## src/logic/ccdfe_pkg.sv

```systemverilog
// Package of constants for the CCD front end and converter sequencing block
`default_nettype none
package ccdfe_pkg;
	localparam int CCDFE_DATA_WIDTH = 10;
	localparam int CCDFE_CAL_MULT = 16;
	localparam int CCDFE_CAL_BASE = 16384;
	localparam int CCDFE_CAL_CYCLES = CCDFE_CAL_MULT * CCDFE_CAL_BASE;
	localparam int CCDFE_CAL_WIDTH = 19;
	// Whole-cycle part of the 2.5 clock output latency; the half cycle is output delay
	localparam int CCDFE_LATENCY_STAGES = 2;
	localparam logic [9:0] CCDFE_DATA_RESET = 10'h000;
	// AXI4-Lite map
	localparam logic [11:0] CCDFE_CTRL_OFFSET = 12'h000;
	localparam logic [11:0] CCDFE_STATUS_OFFSET = 12'h004;
	localparam logic [11:0] CCDFE_DATA_OFFSET = 12'h008;
	localparam int CCDFE_CTRL_FE_SLEEP_BIT = 0;
	localparam int CCDFE_CTRL_CONV_SLEEP_BIT = 1;
	localparam int CCDFE_CTRL_OE_N_BIT = 2;
	localparam logic [2:0] CCDFE_CTRL_RESET = 3'h0;
	localparam int CCDFE_STATUS_CAL_BUSY_BIT = 0;
	localparam int CCDFE_STATUS_CAL_DONE_BIT = 1;
	localparam int CCDFE_STATUS_FE_ACTIVE_BIT = 2;
	localparam int CCDFE_STATUS_CONV_ACTIVE_BIT = 3;
	localparam logic [1:0] CCDFE_RESP_OKAY = 2'h0;
	localparam logic [1:0] CCDFE_RESP_SLVERR = 2'h2;
	typedef enum logic [1:0] {
		CCDFE_CAL_IDLE = 2'b00,
		CCDFE_CAL_RUN = 2'b01,
		CCDFE_CAL_DONE = 2'b10
	} ccdfe_cal_state_type;
endpackage
`default_nettype wire

```

## src/logic/ccdfe_top.sv

```systemverilog
// CCD front end and converter sequencing with AXI4-Lite control
// Summary of operation
// - Front end runs when its sleep input is low, standby when high.
// - Converter runs when its sleep input is low, standby when high.
// - Data outputs driven while active-low enable low, released while high.
// - Each result is a 10-bit parallel word.
// - Output word appears 2.5 clocks after its sample; capture must compensate.
// - Calibration starts only with reset high and converter sleep low.
// - Calibration lasts 16 times 16384 clock periods.
// - Toggling converter sleep or reset re-runs full calibration.
`default_nettype none
module ccdfe_top
	import ccdfe_pkg::*;
#(
	parameter int DATA_WIDTH = CCDFE_DATA_WIDTH,
	parameter int CAL_CYCLES = CCDFE_CAL_CYCLES
) (
	input wire logic aclk,
	input wire logic aresetn,
	// Sensor timing pulses from the timing generator
	input wire logic reset_level_sample,
	input wire logic video_level_sample,
	input wire logic input_coupling_clamp,
	input wire logic optical_black_clamp,
	input wire logic blanking_hold,
	input wire logic converter_sample_pulse,
	// Digitised analog level from the front end model
	input wire logic [DATA_WIDTH-1:0] analog_code,
	// Pin-level sleep and enable controls, ORed with software controls
	input wire logic frontend_sleep,
	input wire logic converter_sleep,
	input wire logic output_enable_n,
	// Converter data pins
	output logic [DATA_WIDTH-1:0] data_out,
	output logic [DATA_WIDTH-1:0] data_oe,
	output logic frontend_active,
	output logic cal_busy,
	output logic cal_done,
	// AXI4-Lite slave
	input wire logic [11:0] s_axi_awaddr,
	input wire logic s_axi_awvalid,
	output logic s_axi_awready,
	input wire logic [31:0] s_axi_wdata,
	input wire logic [3:0] s_axi_wstrb,
	input wire logic s_axi_wvalid,
	output logic s_axi_wready,
	output logic [1:0] s_axi_bresp,
	output logic s_axi_bvalid,
	input wire logic s_axi_bready,
	input wire logic [11:0] s_axi_araddr,
	input wire logic s_axi_arvalid,
	output logic s_axi_arready,
	output logic [31:0] s_axi_rdata,
	output logic [1:0] s_axi_rresp,
	output logic s_axi_rvalid,
	input wire logic s_axi_rready
);
	logic [2:0] ctrl;
	logic fe_sleep_eff;
	logic conv_sleep_eff;
	logic oe_n_eff;
	logic [DATA_WIDTH-1:0] cds_level;
	logic [DATA_WIDTH-1:0] black_ref;
	logic [DATA_WIDTH-1:0] frontend_level;
	logic [DATA_WIDTH-1:0] held_sample;
	logic [DATA_WIDTH-1:0] pipe_stage;
	logic [DATA_WIDTH-1:0] result;
	logic [DATA_WIDTH-1:0] next_level;
	logic aw_held;
	logic w_held;
	logic [11:0] aw_addr;
	logic [31:0] w_data;
	logic [3:0] w_strb;

	// Effective controls: pin or software bit may force sleep or release
	assign fe_sleep_eff = frontend_sleep | ctrl[CCDFE_CTRL_FE_SLEEP_BIT];
	assign conv_sleep_eff = converter_sleep | ctrl[CCDFE_CTRL_CONV_SLEEP_BIT];
	assign oe_n_eff = output_enable_n | ctrl[CCDFE_CTRL_OE_N_BIT];
	assign frontend_active = !fe_sleep_eff;

	// Difference of the two correlated samples, clamped at zero
	function automatic logic [DATA_WIDTH-1:0] sat_sub(
		input logic [DATA_WIDTH-1:0] a,
		input logic [DATA_WIDTH-1:0] b
	);
		sat_sub = (a > b) ? a - b : '0;
	endfunction

	// Correlated double sampling; the CDS level holds its value in standby
	always_ff @(posedge aclk) begin
		if (!aresetn) begin
			cds_level <= CCDFE_DATA_RESET;
		end else if (!fe_sleep_eff) begin
			if (reset_level_sample) begin
				cds_level <= analog_code;
			end else if (video_level_sample) begin
				cds_level <= sat_sub(analog_code, cds_level);
			end
		end
	end

	// Black reference is captured while the optical black clamp is high
	always_ff @(posedge aclk) begin
		if (!aresetn) begin
			black_ref <= CCDFE_DATA_RESET;
		end else if (!fe_sleep_eff && optical_black_clamp) begin
			black_ref <= cds_level;
		end
	end

	// Clamp and blanking force black; active-low blanking holds black level
	always_comb begin
		next_level = sat_sub(cds_level, black_ref);
		if (input_coupling_clamp || !blanking_hold) begin
			next_level = '0;
		end
	end

	always_ff @(posedge aclk) begin
		if (!aresetn || fe_sleep_eff) begin
			frontend_level <= CCDFE_DATA_RESET;
		end else begin
			frontend_level <= next_level;
		end
	end

	// Converter samples only on its pulse, and stays frozen in standby
	always_ff @(posedge aclk) begin
		if (!aresetn) begin
			held_sample <= CCDFE_DATA_RESET;
			pipe_stage <= CCDFE_DATA_RESET;
			result <= CCDFE_DATA_RESET;
		end else if (!conv_sleep_eff) begin
			if (converter_sample_pulse) begin
				held_sample <= frontend_level;
			end
			pipe_stage <= held_sample;
			result <= pipe_stage;
		end
	end

	// Data pins: drive only with enable low; a wide enable keeps it per-bit
	assign data_out = result;
	assign data_oe = oe_n_eff ? '0 : '1;

	ccdfe_calib #(
		.CAL_CYCLES(CAL_CYCLES)
	) u_calib (
		.aclk(aclk),
		.aresetn(aresetn),
		.conv_sleep(conv_sleep_eff),
		.cal_busy(cal_busy),
		.cal_done(cal_done)
	);

	// AXI4-Lite write: address and data taken in either order, then response
	assign s_axi_awready = !aw_held && !s_axi_bvalid;
	assign s_axi_wready = !w_held && !s_axi_bvalid;

	always_ff @(posedge aclk) begin
		if (!aresetn) begin
			aw_held <= 1'b0;
			w_held <= 1'b0;
			aw_addr <= 12'h000;
			w_data <= 32'h0000_0000;
			w_strb <= 4'h0;
		end else if (aw_held && w_held) begin
			aw_held <= 1'b0;
			w_held <= 1'b0;
		end else begin
			if (s_axi_awvalid && s_axi_awready) begin
				aw_held <= 1'b1;
				aw_addr <= s_axi_awaddr;
			end
			if (s_axi_wvalid && s_axi_wready) begin
				w_held <= 1'b1;
				w_data <= s_axi_wdata;
				w_strb <= s_axi_wstrb;
			end
		end
	end

	// Register update and write response; only the control word is writable
	always_ff @(posedge aclk) begin
		if (!aresetn) begin
			ctrl <= CCDFE_CTRL_RESET;
			s_axi_bvalid <= 1'b0;
			s_axi_bresp <= CCDFE_RESP_OKAY;
		end else begin
			if (aw_held && w_held) begin
				s_axi_bvalid <= 1'b1;
				if (aw_addr[11:2] == CCDFE_CTRL_OFFSET[11:2]) begin
					if (w_strb[0]) begin
						ctrl <= w_data[2:0];
					end
					s_axi_bresp <= CCDFE_RESP_OKAY;
				end else if (aw_addr[11:2] == CCDFE_STATUS_OFFSET[11:2] ||
						aw_addr[11:2] == CCDFE_DATA_OFFSET[11:2]) begin
					s_axi_bresp <= CCDFE_RESP_OKAY;
				end else begin
					s_axi_bresp <= CCDFE_RESP_SLVERR;
				end
			end else if (s_axi_bready) begin
				s_axi_bvalid <= 1'b0;
			end
		end
	end

	// Read channel: one read at a time, answered the cycle after acceptance
	assign s_axi_arready = !s_axi_rvalid;

	always_ff @(posedge aclk) begin
		if (!aresetn) begin
			s_axi_rvalid <= 1'b0;
			s_axi_rdata <= 32'h0000_0000;
			s_axi_rresp <= CCDFE_RESP_OKAY;
		end else if (s_axi_arvalid && s_axi_arready) begin
			s_axi_rvalid <= 1'b1;
			s_axi_rresp <= CCDFE_RESP_OKAY;
			case (s_axi_araddr[11:2])
				CCDFE_CTRL_OFFSET[11:2]: begin
					s_axi_rdata <= {29'h0, ctrl};
				end
				CCDFE_STATUS_OFFSET[11:2]: begin
					s_axi_rdata <= {28'h0, !conv_sleep_eff, !fe_sleep_eff, cal_done, cal_busy};
				end
				CCDFE_DATA_OFFSET[11:2]: begin
					s_axi_rdata <= 32'(result);
				end
				default: begin
					s_axi_rdata <= 32'h0000_0000;
					s_axi_rresp <= CCDFE_RESP_SLVERR;
				end
			endcase
		end else if (s_axi_rready) begin
			s_axi_rvalid <= 1'b0;
		end
	end

	// Checks on the data path and calibration gating
	AST_FE_SLEEP_CLEAR: assert property (@(posedge aclk) disable iff (!aresetn)
		$past(fe_sleep_eff) |-> frontend_level == '0)
		else $error("Front end level not cleared in standby");
	AST_CONV_FROZEN: assert property (@(posedge aclk) disable iff (!aresetn)
		conv_sleep_eff && $past(conv_sleep_eff) |=> $stable(result))
		else $error("Converter result changed in standby");
	AST_OE_DRIVE: assert property (@(posedge aclk) disable iff (!aresetn)
		(data_oe == '0) == oe_n_eff)
		else $error("Data enable does not follow active-low enable");
	AST_LATENCY: assert property (@(posedge aclk) disable iff (!aresetn)
		!conv_sleep_eff [*3] |-> result == $past(held_sample, 2))
		else $error("Output latency is not two whole cycles");
	AST_SAMPLE_ONLY_ON_PULSE: assert property (@(posedge aclk) disable iff (!aresetn)
		!$past(converter_sample_pulse) && $past(aresetn) |-> $stable(held_sample))
		else $error("Sample taken without sample pulse");
	AST_BLANK_BLACK: assert property (@(posedge aclk) disable iff (!aresetn)
		!blanking_hold && !fe_sleep_eff |=> frontend_level == '0)
		else $error("Blanking did not hold black level");
	AST_CLAMP_BLACK: assert property (@(posedge aclk) disable iff (!aresetn)
		input_coupling_clamp |=> frontend_level == '0)
		else $error("Coupling clamp did not force black");
	AST_OB_CAPTURE: assert property (@(posedge aclk) disable iff (!aresetn)
		optical_black_clamp && !fe_sleep_eff |=> black_ref == $past(cds_level))
		else $error("Black reference not captured");
	AST_CAL_GATED: assert property (@(posedge aclk) disable iff (!aresetn)
		conv_sleep_eff |=> !cal_busy && !cal_done)
		else $error("Calibration not restarted by converter sleep");
	AST_WIDTH: assert property (@(posedge aclk) disable iff (!aresetn)
		s_axi_rvalid && $past(s_axi_araddr[11:2]) == CCDFE_DATA_OFFSET[11:2]
		&& $rose(s_axi_rvalid) |-> s_axi_rdata == 32'($past(result)))
		else $error("Data read does not match the result word");
endmodule
`default_nettype wire

```

## src/logic/ccdfe_calib.sv

```systemverilog
// Start-up calibration sequencer for the converter
`default_nettype none
module ccdfe_calib
	import ccdfe_pkg::*;
#(
	parameter int CAL_CYCLES = CCDFE_CAL_CYCLES
) (
	input wire logic aclk,
	input wire logic aresetn,
	input wire logic conv_sleep,
	output logic cal_busy,
	output logic cal_done
);
	ccdfe_cal_state_type state;
	logic [CCDFE_CAL_WIDTH-1:0] count;
	localparam logic [CCDFE_CAL_WIDTH-1:0] LAST = CCDFE_CAL_WIDTH'(CAL_CYCLES - 1);

	// Sleep or reset sends the sequencer back to idle, so release re-runs it
	always_ff @(posedge aclk) begin
		if (!aresetn || conv_sleep) begin
			state <= CCDFE_CAL_IDLE;
			count <= '0;
		end else begin
			case (state)
				CCDFE_CAL_IDLE: begin
					state <= CCDFE_CAL_RUN;
					count <= '0;
				end
				CCDFE_CAL_RUN: begin
					if (count == LAST) begin
						state <= CCDFE_CAL_DONE;
					end
					count <= count + 1'b1;
				end
				CCDFE_CAL_DONE: begin
					state <= CCDFE_CAL_DONE;
				end
				default: begin
					state <= CCDFE_CAL_IDLE;
				end
			endcase
		end
	end

	assign cal_busy = (state == CCDFE_CAL_RUN);
	assign cal_done = (state == CCDFE_CAL_DONE);

	// Busy lasts exactly CAL_CYCLES cycles: done may follow only the last count
	AST_CAL_LENGTH: assert property (@(posedge aclk) disable iff (!aresetn || conv_sleep)
		$rose(cal_done) |-> $past(count) == LAST)
		else $error("Calibration ended at wrong count");
	AST_CAL_START: assert property (@(posedge aclk) disable iff (!aresetn)
		cal_busy |-> !$past(conv_sleep))
		else $error("Calibration ran during converter sleep");
endmodule
`default_nettype wire

```

## config.mk

```make
export PLATFORM = sky130hd
export DESIGN_NAME = ccdfe_top
export DESIGN_NICKNAME = d
export VERILOG_FILES = /design/src/logic/ccdfe_pkg.sv /design/src/logic/ccdfe_top.sv /design/src/logic/ccdfe_calib.sv
export SDC_FILE = /design/constraint.sdc
export NUM_CORES = 1
export LEC_CHECK = 0
export BUFFER_PORTS_ARGS = -buffer_cell sky130_fd_sc_hd__buf_2
export CORE_MARGIN = 4
export CORE_UTILIZATION = 50
export CTS_BUF_LIST = sky130_fd_sc_hd__clkbuf_4 sky130_fd_sc_hd__clkbuf_8 sky130_fd_sc_hd__clkbuf_16
export DETAILED_ROUTE_END_ITERATION = 6
export PLACE_DENSITY = 0.76
export SLEW_MARGIN = 40
export SYNTH_ARGS = -nofsm -noshare
export SYNTH_HDL_FRONTEND = slang
export SYNTH_SLANG_ARGS = --single-unit
```

## constraint.sdc

```tcl
create_clock -name aclk -period 6.37 [get_ports aclk]
set_input_delay 0.3185 -clock aclk [delete_from_list [all_inputs] [get_ports aclk]]
set_output_delay 0.3185 -clock aclk [all_outputs]
set_load 0.01 [all_outputs]
```

==> impl_results.md, run 1 <==
* Top delay family on crit path: compound AO/OA/AOI/OAI gates
* Tcrit/Tclk final at 42.0%
* Run status: finished, final reports clean
* Pwr dens at 281 nW/um^2
* Final Critical Period at 2.68 ns
* Post-route ant nets at 0
* First-pass GRT wire length at 21.1 mm
* Slew Limit Fails at 0
* TritonCTS clock tree: built
* Reported leakage power at 2.64 nW
* Worst r2r src: cds_level[0]$_SDFFE_PN0P_
* Worst path max stage delay at 0.41 ns
* Detail Placement HPWL at 9.32 mm
* Crit path capture type: register
* Core box area at 10,900 um^2
* Worst-path clk slew at 0.06 ns
* DR WL/cell at 14.0 um
* Clk_skew at 0.00766 ns
* Clk_lat worst skew at 0.51 ns
* Number of diodes at 0
* Wirelength, routed at 12.9 mm
* Vias in the first global route at 4,687
* Longest Clk Path Bufs at 2
* Gp weighted congestion at 0.892
* Total power at 1.83 mW
* Synth Register Bits at 114
* Async SR Flop Fraction at 0%
* CP max FO at 8
* DR iter-0 viols at 323
* IO Count at 150
* Post-Syn Area per Cell at 8.04 um^2
* Cells after Synth at 695
* Worst path arrival time at 3.10 ns
* Final setup fails at 0
* Root buf cell: clkbuf_8
* Total negative setup slack at 0 ns
* Net count of the finished layout at 880
* Main flop type after synthesis: dfxtp_1
* GR Overflow Total at 0
* Die ar. at 12,900 um^2
* Area delta synth->final at 16.3%
* Yosys warning count at 0
* Fraction of layout cells with a size suffix above 1 at 17.5%
* Largest net degree at the start of global routing at 62
* GRT Total Usage at 20.1%
* Clock sinks at 114
* Die span in x at 114 um
* FP Rows at 38
* Max-cap viol count at 0
* Min-delay src: s_axi_awaddr[10]
* CTS Buf Count at 17
* Commonest cells after routing, fill and taps aside: nand2_1 (129), dfxtp_1 (114), buf_2 (89), a21oi_1 (76), nor2_1 (53)
* Slowest CP cell: nor3_4
* Worst path cell trace: ha_1 > fa_1 > nand2b_1 > a2111oi_4 > o32ai_2 > nor3_4 > a221oi_1 > a211oi_1
* Slew @ Worst Pin at 0.591 ns
* Vias per inst at 5.33
* Critical setup path kind: reg -> reg
* Htree depth at 4
* WP data required at 6.79 ns
* Maximum vdd drop at 0.000137 V
* Post-synth EDFFs at 0
* Critical path buffers and inverters at 0
* Initial antenna violation count at 1
* Drt first pass iters at 4
* Crit path from: cds_level[0]$_SDFFE_PN0P_
* Achievable Freq at 374 MHz
* Drt drc at 0
* Post-synthesis sequential area ratio at 40.8%
* Post-synth cell types at 47
* Via count at 4,913
* Worst slew margin at 60.6%
* HP Class: in -> reg
* Initial Utilization at 51.3%
* Die H at 114 um
* Cell area after synthesis at 5590 um^2
* Worst Setup Start Kind: register
* RSZ-0062 raised after global routing: false
* Final Hold Fails at 0
* Commonest non-fill, non-tap cell in the layout: nand2_1
* Port Buffers at 89
-- cells in the mapped netlist, types with 3 or more instances --
cell type  count  area [um^2]
and3_1        10         62.6
buf_4         33          248
a221oi_1       5         43.8
and2_1         5         31.3
dfxtp_1      114         2280
o21a_1         8         60.1
clkbuf_1      27          101
nand4_1       12         75.1
o21ai_0       18         90.1
mux2i_1       15          150
nor4_1         5         31.3
or3_1          3         18.8
a31oi_1        6         37.5
a21oi_1       76          380
a211oi_1      13         97.6
a22oi_1       10         75.1
inv_1         31          116
nand3_1       16         80.1
nor2b_1       12         75.1
nor3_1        15         75.1
xor2_1         7         61.3
a21o_1         4         30.0
nor2_1        54          203
or2_2          5         31.3
nand2b_1       5         31.3
xnor2_1        6         52.6
nand3b_1       3         22.5
ha_1          24          300
nand2_1      129          484
-- metrics by stage --
| step | hold WS, ns | instance area, um^2 | setup WS (ns) | util [%] | instances |
|---|---|---|---|---|---|
| after floorplan | 0.417 | 5680 | 4.06 | - | 718 |
| after global placement | 0.424 | 5960 | 3.63 | 54.7 | 888 |
| after detailed placement | 0.435 | 5960 | 3.58 | 54.7 | 888 |
| after CTS | 0.0276 | 6490 | 3.69 | 59.6 | 921 |
| after global routing | 0.0324 | 6500 | 3.58 | 59.7 | 921 |
| final | 0.0447 | 6500 | 3.69 | 59.7 | 921 |
-- cell type report --
cell class                      instances  area (um^2)
Timing Repair Buffer                   93          478
Tap cell                              140          175
Clock buffer                           17          414
Clock inverter                         15          109
Fill cell                             976         4390
Inverter                               32          120
Sequential cell                       114         2280
Multi-Input combinational cell        510         2920
-- timing repair --
action	4_1_cts	5_1_grt
hold buffers	1	0
gates resized for setup	0	0
buffers inserted	0	0
endpoints found under the hold margin	1	0
-- cells by family (layout without fill, tap and decap cells) --
group	after synthesis	after routing	share of synthesized area [%]
flip-flops	114	114	40.8
AO/OA/AOI/OAI	153	153	16.9
adder cells (fa/ha/maj)	26	26	6.09
other	1	24	0.0671
multiplexers	15	15	2.69
buffers and inverters	94	157	8.57
XOR/XNOR	13	13	2.04
AND/OR/NAND/NOR	279	279	22.8
-- worst register-to-register path, stage by stage (launching register included) --
cell,delay (ns)
dfxtp_1,0.33
ha_1,0.21
fa_1,0.38
nand2b_1,0.25
a2111oi_4,0.40
o32ai_2,0.19
nor3_4,0.41
a221oi_1,0.17
a211oi_1,0.25
-- power breakdown --
part | leakage, nW | internal [mW] | switching (mW)
Sequential | 0.924 | 0.733 | 0.0144
Combinational | 1.48 | 0.0988 | 0.157
Clock | 0.243 | 0.478 | 0.344
Total | 2.64 | 1.31 | 0.516
-- state kept, by name, indices dropped and copies added (netlist names) --
signal / flops
s_axi_rresp: 1
held_sample: 10
s_axi_rdata: 10
cds_level: 10
w_data: 3
s_axi_bvalid: 1
u_calib.state: 2
pipe_stage: 10
u_calib.count: 19
ctrl: 3
frontend_level: 10
data_out: 10
s_axi_bresp: 1
w_strb: 1
s_axi_rvalid: 1
w_held: 1
aw_held: 1
black_ref: 10
aw_addr: 10
-- layer usage --
layer  routed length [um]  up-vias  GRT usage, %
met5                   13        -             0
met4                  203        2          7.53
met3                  855       21          5.62
met2                 6080      151          33.8
met1                 5770     2252          24.6
li1                     -     2487             -
-- path summary, 6_finish.rpt --
| path | endpoint | slack [ns] | depth (start not counted) |
|---|---|---|---|
| setup reg to reg | cds_level[3]$_SDFFE_PN0P_ | 3.69 | 8 |
| setup / recovery | cds_level[3]$_SDFFE_PN0P_ | 3.69 | 8 |
| hold reg to reg | held_sample[5]$_SDFFE_PN0P_ | 0.44 | 2 |
| hold / removal | aw_addr[10]$_SDFFE_PN0P_ | 0.04 | 3 |
(Power assumes the default switching activity.)
==> run 2, diff against run 1 <==
--- a/config.mk
+++ b/config.mk
@@ -7,10 +7,10 @@
 export LEC_CHECK = 0
 export BUFFER_PORTS_ARGS = -buffer_cell sky130_fd_sc_hd__buf_2
 export CORE_MARGIN = 4
-export CORE_UTILIZATION = 50
+export CORE_UTILIZATION = 48
 export CTS_BUF_LIST = sky130_fd_sc_hd__clkbuf_4 sky130_fd_sc_hd__clkbuf_8 sky130_fd_sc_hd__clkbuf_16
 export DETAILED_ROUTE_END_ITERATION = 6
-export PLACE_DENSITY = 0.76
+export PLACE_DENSITY = 0.77
 export SLEW_MARGIN = 40
 export SYNTH_ARGS = -nofsm -noshare
 export SYNTH_HDL_FRONTEND = slang
==> constraint.sdc (replaced) <==
create_clock -name aclk -period 2.45 [get_ports aclk]
set_input_delay 0.1225 -clock aclk [delete_from_list [all_inputs] [get_ports aclk]]
set_output_delay 0.1225 -clock aclk [all_outputs]
set_load 0.01 [all_outputs]
==> run 2 against run 1 <==
  * Die area rose by 3.9%
  * Sequential share of layout area fell by 1.6 points
  * Largest cell class unchanged
  * First-iteration DRC count rose by 27%
  * Clock skew fell by 0.0018 ns
  * Largest power group unchanged
  * Highest routed layer is now met4
  * Register-to-register slack got worse by 3.5 ns
  * Via count rose by 1.4%
==> impl_results.md, run 2 (synthesized netlist as in run 1, its figures left out) <==
* CP max FO at 4 (-4)
* Post-CTS Setup Inserts at 0 (unchanged)
* Worst slew margin at 54.1% (-6.6 points)
* Total power at 5.01 mW (+170%)
* Core box area at 11,400 um^2 (+4.9%)
* Worst path cell trace: ha_1 > fa_2 > nand2b_4 > a2111oi_4 > o32ai_4 > nor3_4 > buf_4 > a221oi_1 > a211oi_1
* Cell-internal power at 3.62 mW (+180%)
* DR iter-0 viols at 411 (+27%)
* IO Count at 150 (unchanged)
* Max-cap viol count at 0 (unchanged)
* Maximum vdd drop at 0.000579 V (+320%)
* Root buf cell: clkbuf_16
* HP Class: in -> reg
* Worst-path clk slew at 0.06 ns (about the same)
* Critical setup path kind: reg -> reg
* Die span in x at 116 um (+1.9%)
* Vias per inst at 5.26 (-1.4%)
* Fraction of layout cells with a size suffix above 1 at 18.3% (+0.74 points)
* Htree depth at 4 (unchanged)
* Wirelength, routed at 12.9 mm (-0.34%)
* TritonCTS clock tree: built
* Worst path max stage delay at 0.44 ns (+0.03 ns)
* Run status: finished, final reports clean
* Gp weighted congestion at 0.928 (+4.0%)
* Longest Clk Path Bufs at 2 (unchanged)
* Worst Setup Start Kind: register
* Net Switching at 1.39 mW (+170%)
* Drt first pass iters at 7 (+3)
* Seq pwr share at 38.7% (-2.2 points)
* Tcrit/Tclk final at 93.3% (+51 points)
* Via count at 4,980 (+1.4%)
* Post-Layout Cell Count at 947 (+2.8%)
* Placed Instance Area at 6030 um^2 (+1.2%)
* Pwr dens at 736 nW/um^2 (+160%)
* Clk_lat worst skew at 0.41 ns (-0.10 ns)
* Initial antenna violation count at 0 (-1)
* Final Hold Fails at 0 (unchanged)
* Vias in the first global route at 4,456 (-4.9%)
* CTS Buf Count at 17 (unchanged)
* Power share of the clock group at 46.8% (+1.8 points)
* Slew Limit Fails at 0 (unchanged)
* Reported leakage power at 2.79 nW (+5.5%)
* Net count of the finished layout at 903 (+2.6%)
* Largest net degree at the start of global routing at 42 (-32%)
* Clk_skew at 0.00586 ns (-0.00180 ns)
* Detail Placement HPWL at 8.97 mm (-3.7%)
* Final setup fails at 0 (unchanged)
* Clock sinks at 114 (unchanged)
* Placed insts at 898 (+1.1%)
* Commonest non-fill, non-tap cell in the layout: nand2_1
* Port Buffers at 89 (unchanged)
* Min-delay src: analog_code[2]
* Achievable Freq at 437 MHz (+17%)
* Top reg by flops: u_calib.count
* Number of diodes at 0 (unchanged)
* Post-route ant nets at 0 (unchanged)
* DR WL/cell at 13.6 um (-3.1%)
* GRT Total Usage at 19.2% (-0.90 points)
* Logic pwr share at 14.4% (+0.4 points)
* Worst r2r src: cds_level[0]$_SDFFE_PN0P_
* Total negative setup slack at 0 ns (unchanged)
* FP Rows at 39 (+2.6%)
* GR Overflow Total at 0 (unchanged)
* Drt drc at 0 (unchanged)
* Slowest CP cell: a2111oi_4
* Final Critical Period at 2.29 ns (-0.390 ns)
* Largest register FFs at 19 (unchanged)
* First-pass GRT wire length at 20.7 mm (-1.8%)
* Worst hold margin at 0.0254 ns (-0.0193 ns)
* Crit path from: cds_level[0]$_SDFFE_PN0P_
* Finished Cell Area at 6810 um^2 (+4.8%)
* WP data required at 2.78 ns (-4.01 ns)
* Slew @ Worst Pin at 0.688 ns (+0.0973 ns)
* Initial Utilization at 48.9% (-2.4 points)
* Die ar. at 13,400 um^2 (+3.9%)
* Sw Share at 27.7% (-0.53 points)
* Area delta synth->final at 21.8%
* Die H at 116 um (+1.9%)
* Commonest cells after routing, fill and taps aside: nand2_1 (129), dfxtp_1 (114), buf_2 (89), a21oi_1 (75), nor2_1 (54)
* Worst path arrival time at 2.61 ns (-0.49 ns)
* Crit path capture type: register
## run 2: cell count changes in the layout (fill, tap and decap cells not counted), moves of 2 or more
cell,change
inv_6,+2
clkinv_2,-3
clkinv_4,+3
buf_4,+5
dlygate4sd3_1,+16
clkinvlp_4,-4
## run 2: cell type report
class / instances / area, um^2
tap: 143 / 179
inverter: 32 / 120
clock buffer: 17 / 425
multi-input combinational: 510 / 2950
sequential: 114 / 2280
timing repair buffer: 116 / 707
fill: 955 / 4610
clock inverter: 15 / 149
## run 2: metrics by stage
stage / worst slack, ns / util [%]
finish: 0.164 / 59.6
global route: -0.00888 / 59.6
CTS: 0.00398 / 59.3
detailed placement: 0.0367 / 52.8
global placement: 0.0479 / 52.8
floorplan: 0.194 / -
## run 2: worst max-delay path, delay by kind of cell, from the launching register on
family	cells	cell delay (ns)
and+or+nand+nor	2	0.31
AOI/OAI and AO/OA	4	0.86
adders and majority gates	2	0.55
DFF	1	0.32
buffers and inverters	1	0.17
## run 2: timing repair
item / in CTS / in global routing
resized for setup: 0 / 8
setup endpoints to repair: 0 / 16
hold endpoints to repair: 16 / 0
hold buffers: 17 / 0
## run 2: metal layers
layer,global-route usage (%),wire (um),part of all wire (%),up-vias
met1,24.8,5710,44,2275
li1,-,-,-,2527
met5,0,0,0,-
met3,5.33,856,6.6,8
met4,6.26,102,0.79,0
met2,31.2,6210,48,170
## run 2: final timing paths
check / to / slack (ns) / cells past startpoint
worst min register to register: held_sample[0]$_SDFFE_PN0P_ / 0.44 / 2
worst max register to register: cds_level[5]$_SDFFE_PN0P_ / 0.16 / 9
worst min-delay path: cds_level[2]$_SDFFE_PN0P_ / 0.03 / 3
worst max-delay path: cds_level[5]$_SDFFE_PN0P_ / 0.16 / 9
## run 2: power groups by stage
stage / Sequential, mW / Combinational [mW] / Clock (mW)
floorplan: 1.97 / 0.524 / 0
global placement: 1.98 / 0.669 / 0
detailed placement: 1.98 / 0.672 / 0
CTS: 1.94 / 0.701 / 2.38
global route: 1.95 / 0.811 / 2.47
finish: 1.94 / 0.724 / 2.35
==> run 3, diff against run 2 <==
--- a/config.mk
+++ b/config.mk
@@ -6,6 +6,7 @@
 export NUM_CORES = 1
 export LEC_CHECK = 0
 export BUFFER_PORTS_ARGS = -buffer_cell sky130_fd_sc_hd__buf_2
+export CORE_ASPECT_RATIO = 1.4
 export CORE_MARGIN = 4
 export CORE_UTILIZATION = 48
 export CTS_BUF_LIST = sky130_fd_sc_hd__clkbuf_4 sky130_fd_sc_hd__clkbuf_8 sky130_fd_sc_hd__clkbuf_16
@@ -15,3 +16,4 @@
 export SYNTH_ARGS = -nofsm -noshare
 export SYNTH_HDL_FRONTEND = slang
 export SYNTH_SLANG_ARGS = --single-unit
+export TNS_END_PERCENT = 20
==> run 3 against run 2 <==
  * Wire length grew 0.85%
  * Global-route usage grew 0.34 points
  * Sequential power is essentially flat
  * Critical endpoint is now cds_level[0]$_SDFFE_PN0P_
  * Largest cell class unchanged
==> impl_results.md, run 3 (synthesized netlist as in run 1, its figures left out) <==
* Top delay family on crit path: compound AO/OA/AOI/OAI gates
* Initial antenna violation count at 0 (unchanged)
* Top reg by flops: u_calib.count
* Die H at 136 um (+17%)
* Final Hold Fails at 0 (unchanged)
* Gp weighted congestion at 0.883 (-4.8%)
* Slowest CP cell: a2111oi_4
* Longest Clk Path Bufs at 2 (unchanged)
* Worst-path clk slew at 0.05 ns (about the same)
* Number of diodes at 0 (unchanged)
* Largest register FFs at 19 (unchanged)
* Root buf cell: clkbuf_16
* Total power at 5.08 mW (+1.3%)
* GRT Total Usage at 19.5% (+0.34 points)
* Max-cap viol count at 0 (unchanged)
* Worst path max stage delay at 0.46 ns (+0.02 ns)
* Commonest non-fill, non-tap cell in the layout: nand2_1
* Maximum vdd drop at 0.000374 V (-35%)
* Post-CTS Setup Inserts at 0 (unchanged)
* FP Rows at 46 (+18%)
* Final setup fails at 0 (unchanged)
* Vias in the first global route at 4,807 (+7.9%)
* R2R depth at 9 (unchanged)
* Fraction of layout cells with a size suffix above 1 at 18.4% (+0.15 points)
* First-pass GRT wire length at 21.6 mm (+4.3%)
* Run status: finished, final reports clean
* Net count of the finished layout at 902 (-0.11%)
* Core box area at 11,300 um^2 (-0.70%)
* IO Count at 150 (unchanged)
* GR Overflow Total at 0 (unchanged)
* Crit path depth at 9 (unchanged)
* Clock sinks at 114 (unchanged)
* Commonest cells after routing, fill and taps aside: nand2_1 (129), dfxtp_1 (114), buf_2 (89), a21oi_1 (75), nor2_1 (54)
* Drt first pass iters at 5 (-2)
* DR iter-0 viols at 239 (-42%)
* Worst r2r src: cds_level[0]$_SDFFE_PN0P_
* HP Class: in -> reg
* Detail Placement HPWL at 9.15 mm (+2.0%)
* DR WL/cell at 13.7 um (+0.85%)
* Slew @ Worst Pin at 0.691 ns (+0.00284 ns)
* WP data required at 2.77 ns (about the same)
* Worst Setup Start Kind: register
* Worst setup path endpoint: cds_level[0]$_SDFFE_PN0P_
* Worst path cell trace: ha_2 > fa_2 > nand2b_4 > a2111oi_4 > o32ai_4 > nor3_4 > buf_4 > a221oi_1 > a211oi_1
* Crit path capture type: register
* Clk_skew at 0.00695 ns (+0.00108 ns)
* CP max FO at 4 (unchanged)
* Die ar. at 13,500 um^2 (+0.19%)
* Critical setup path kind: reg -> reg
* Critical path buffers and inverters at 1 (unchanged)
* Area delta synth->final at 22.0%
* Largest net degree at the start of global routing at 44 (+4.8%)
* Htree depth at 4 (unchanged)
* Layout Utilization at 60.1% (+0.51 points)
* Crit path from: cds_level[0]$_SDFFE_PN0P_
* Wirelength, routed at 13.0 mm (+0.85%)
* Initial Utilization at 49.3% (+0.35 points)
* Via count at 4,991 (+0.22%)
* Port Buffers at 89 (unchanged)
* Worst path arrival time at 2.67 ns (+0.06 ns)
* Pwr dens at 745 nW/um^2 (+1.2%)
* RR Endpoint: cds_level[0]$_SDFFE_PN0P_
* Final Critical Period at 2.36 ns (+0.0720 ns)
* Reported leakage power at 2.79 nW (about the same)
* Worst reg2reg setup slack at 0.09 ns (-0.07 ns)
* Vias per inst at 5.27 (+0.22%)
* Clk_lat worst skew at 0.40 ns (about the same)
* Slew Limit Fails at 0 (unchanged)
* Worst slew margin at 53.9% (-0.19 points)
* RSZ-0062 raised after global routing: true
* Die span in x at 99.2 um (-14%)
* TritonCTS clock tree: built
* Post-route ant nets at 0 (unchanged)
* Drt drc at 0 (unchanged)
* CTS Buf Count at 17 (unchanged)
* Tcrit/Tclk final at 96.3% (+2.9 points)
* Achievable Freq at 424 MHz (-3.1%)
==> run 3: layer usage <==
layer  track usage, %  part of all wire [%]
met1             22.0                    41
met5                0                     0
met3             5.36                   4.6
met4             9.04                   2.6
met2             34.1                    52
==> run 3: repair_timing <==
action                                 CTS  global route
endpoints found under the hold margin   16             0
setup endpoints to repair                1            15
pin swaps                                0             6
gates resized for setup                  1             6
hold buffers                            16             0
==> run 3: power by group <==
group / switching (mW) / internal [mW] / total (mW)
Combinational: 0.428 / 0.293 / 0.721
Clock: 0.833 / 1.58 / 2.42
Sequential: 0.0359 / 1.91 / 1.94
==> run 3: final cells by class <==
type                            count  area, um^2
Clock buffer                       17         425
Timing Repair Buffer              115         693
Tap cell                          144         180
Sequential cell                   114        2280
Inverter                           32         120
Multi-Input combinational cell    510        2950
Fill cell                         987        4520
Clock inverter                     15         168
==> run 3: worst reg2reg max path, cell delays in order, from the launching register on <==
cell	delay, ns
dfxtp_1	0.33
ha_2	0.20
fa_2	0.34
nand2b_4	0.16
a2111oi_4	0.46
o32ai_4	0.15
nor3_4	0.19
buf_4	0.16
a221oi_1	0.07
a211oi_1	0.21
==> run 3: worst min path at each step <==
stage | startpoint | end | slack (ns) | cells after the start
floorplan | s_axi_rready | s_axi_rvalid$_SDFFE_PN0P_ | 0.22 | 1
global placement | s_axi_rready | s_axi_rvalid$_SDFFE_PN0P_ | 0.31 | 2
detailed placement | s_axi_rready | s_axi_rvalid$_SDFFE_PN0P_ | 0.32 | 2
CTS | s_axi_arvalid | s_axi_rvalid$_SDFFE_PN0P_ | 0.0007 | 3
global route | analog_code[2] | cds_level[2]$_SDFFE_PN0P_ | 0.04 | 3
finish | s_axi_arvalid | s_axi_rvalid$_SDFFE_PN0P_ | 0.02 | 3
==> run 3: metrics by stage <==
step                instances  setup TNS [ns]  setup WS (ns)  hold WS [ns]  cell area (um^2)
floorplan                 718               0          0.194         0.222              5680
global placement          899               0         0.0591         0.312              6030
detailed placement        899         -0.0384        -0.0384         0.322              6030
CTS                       947               0         0.0140      0.000747              6790
global route              947          -0.163        -0.0471        0.0449              6820
finish                    947               0         0.0918        0.0199              6820
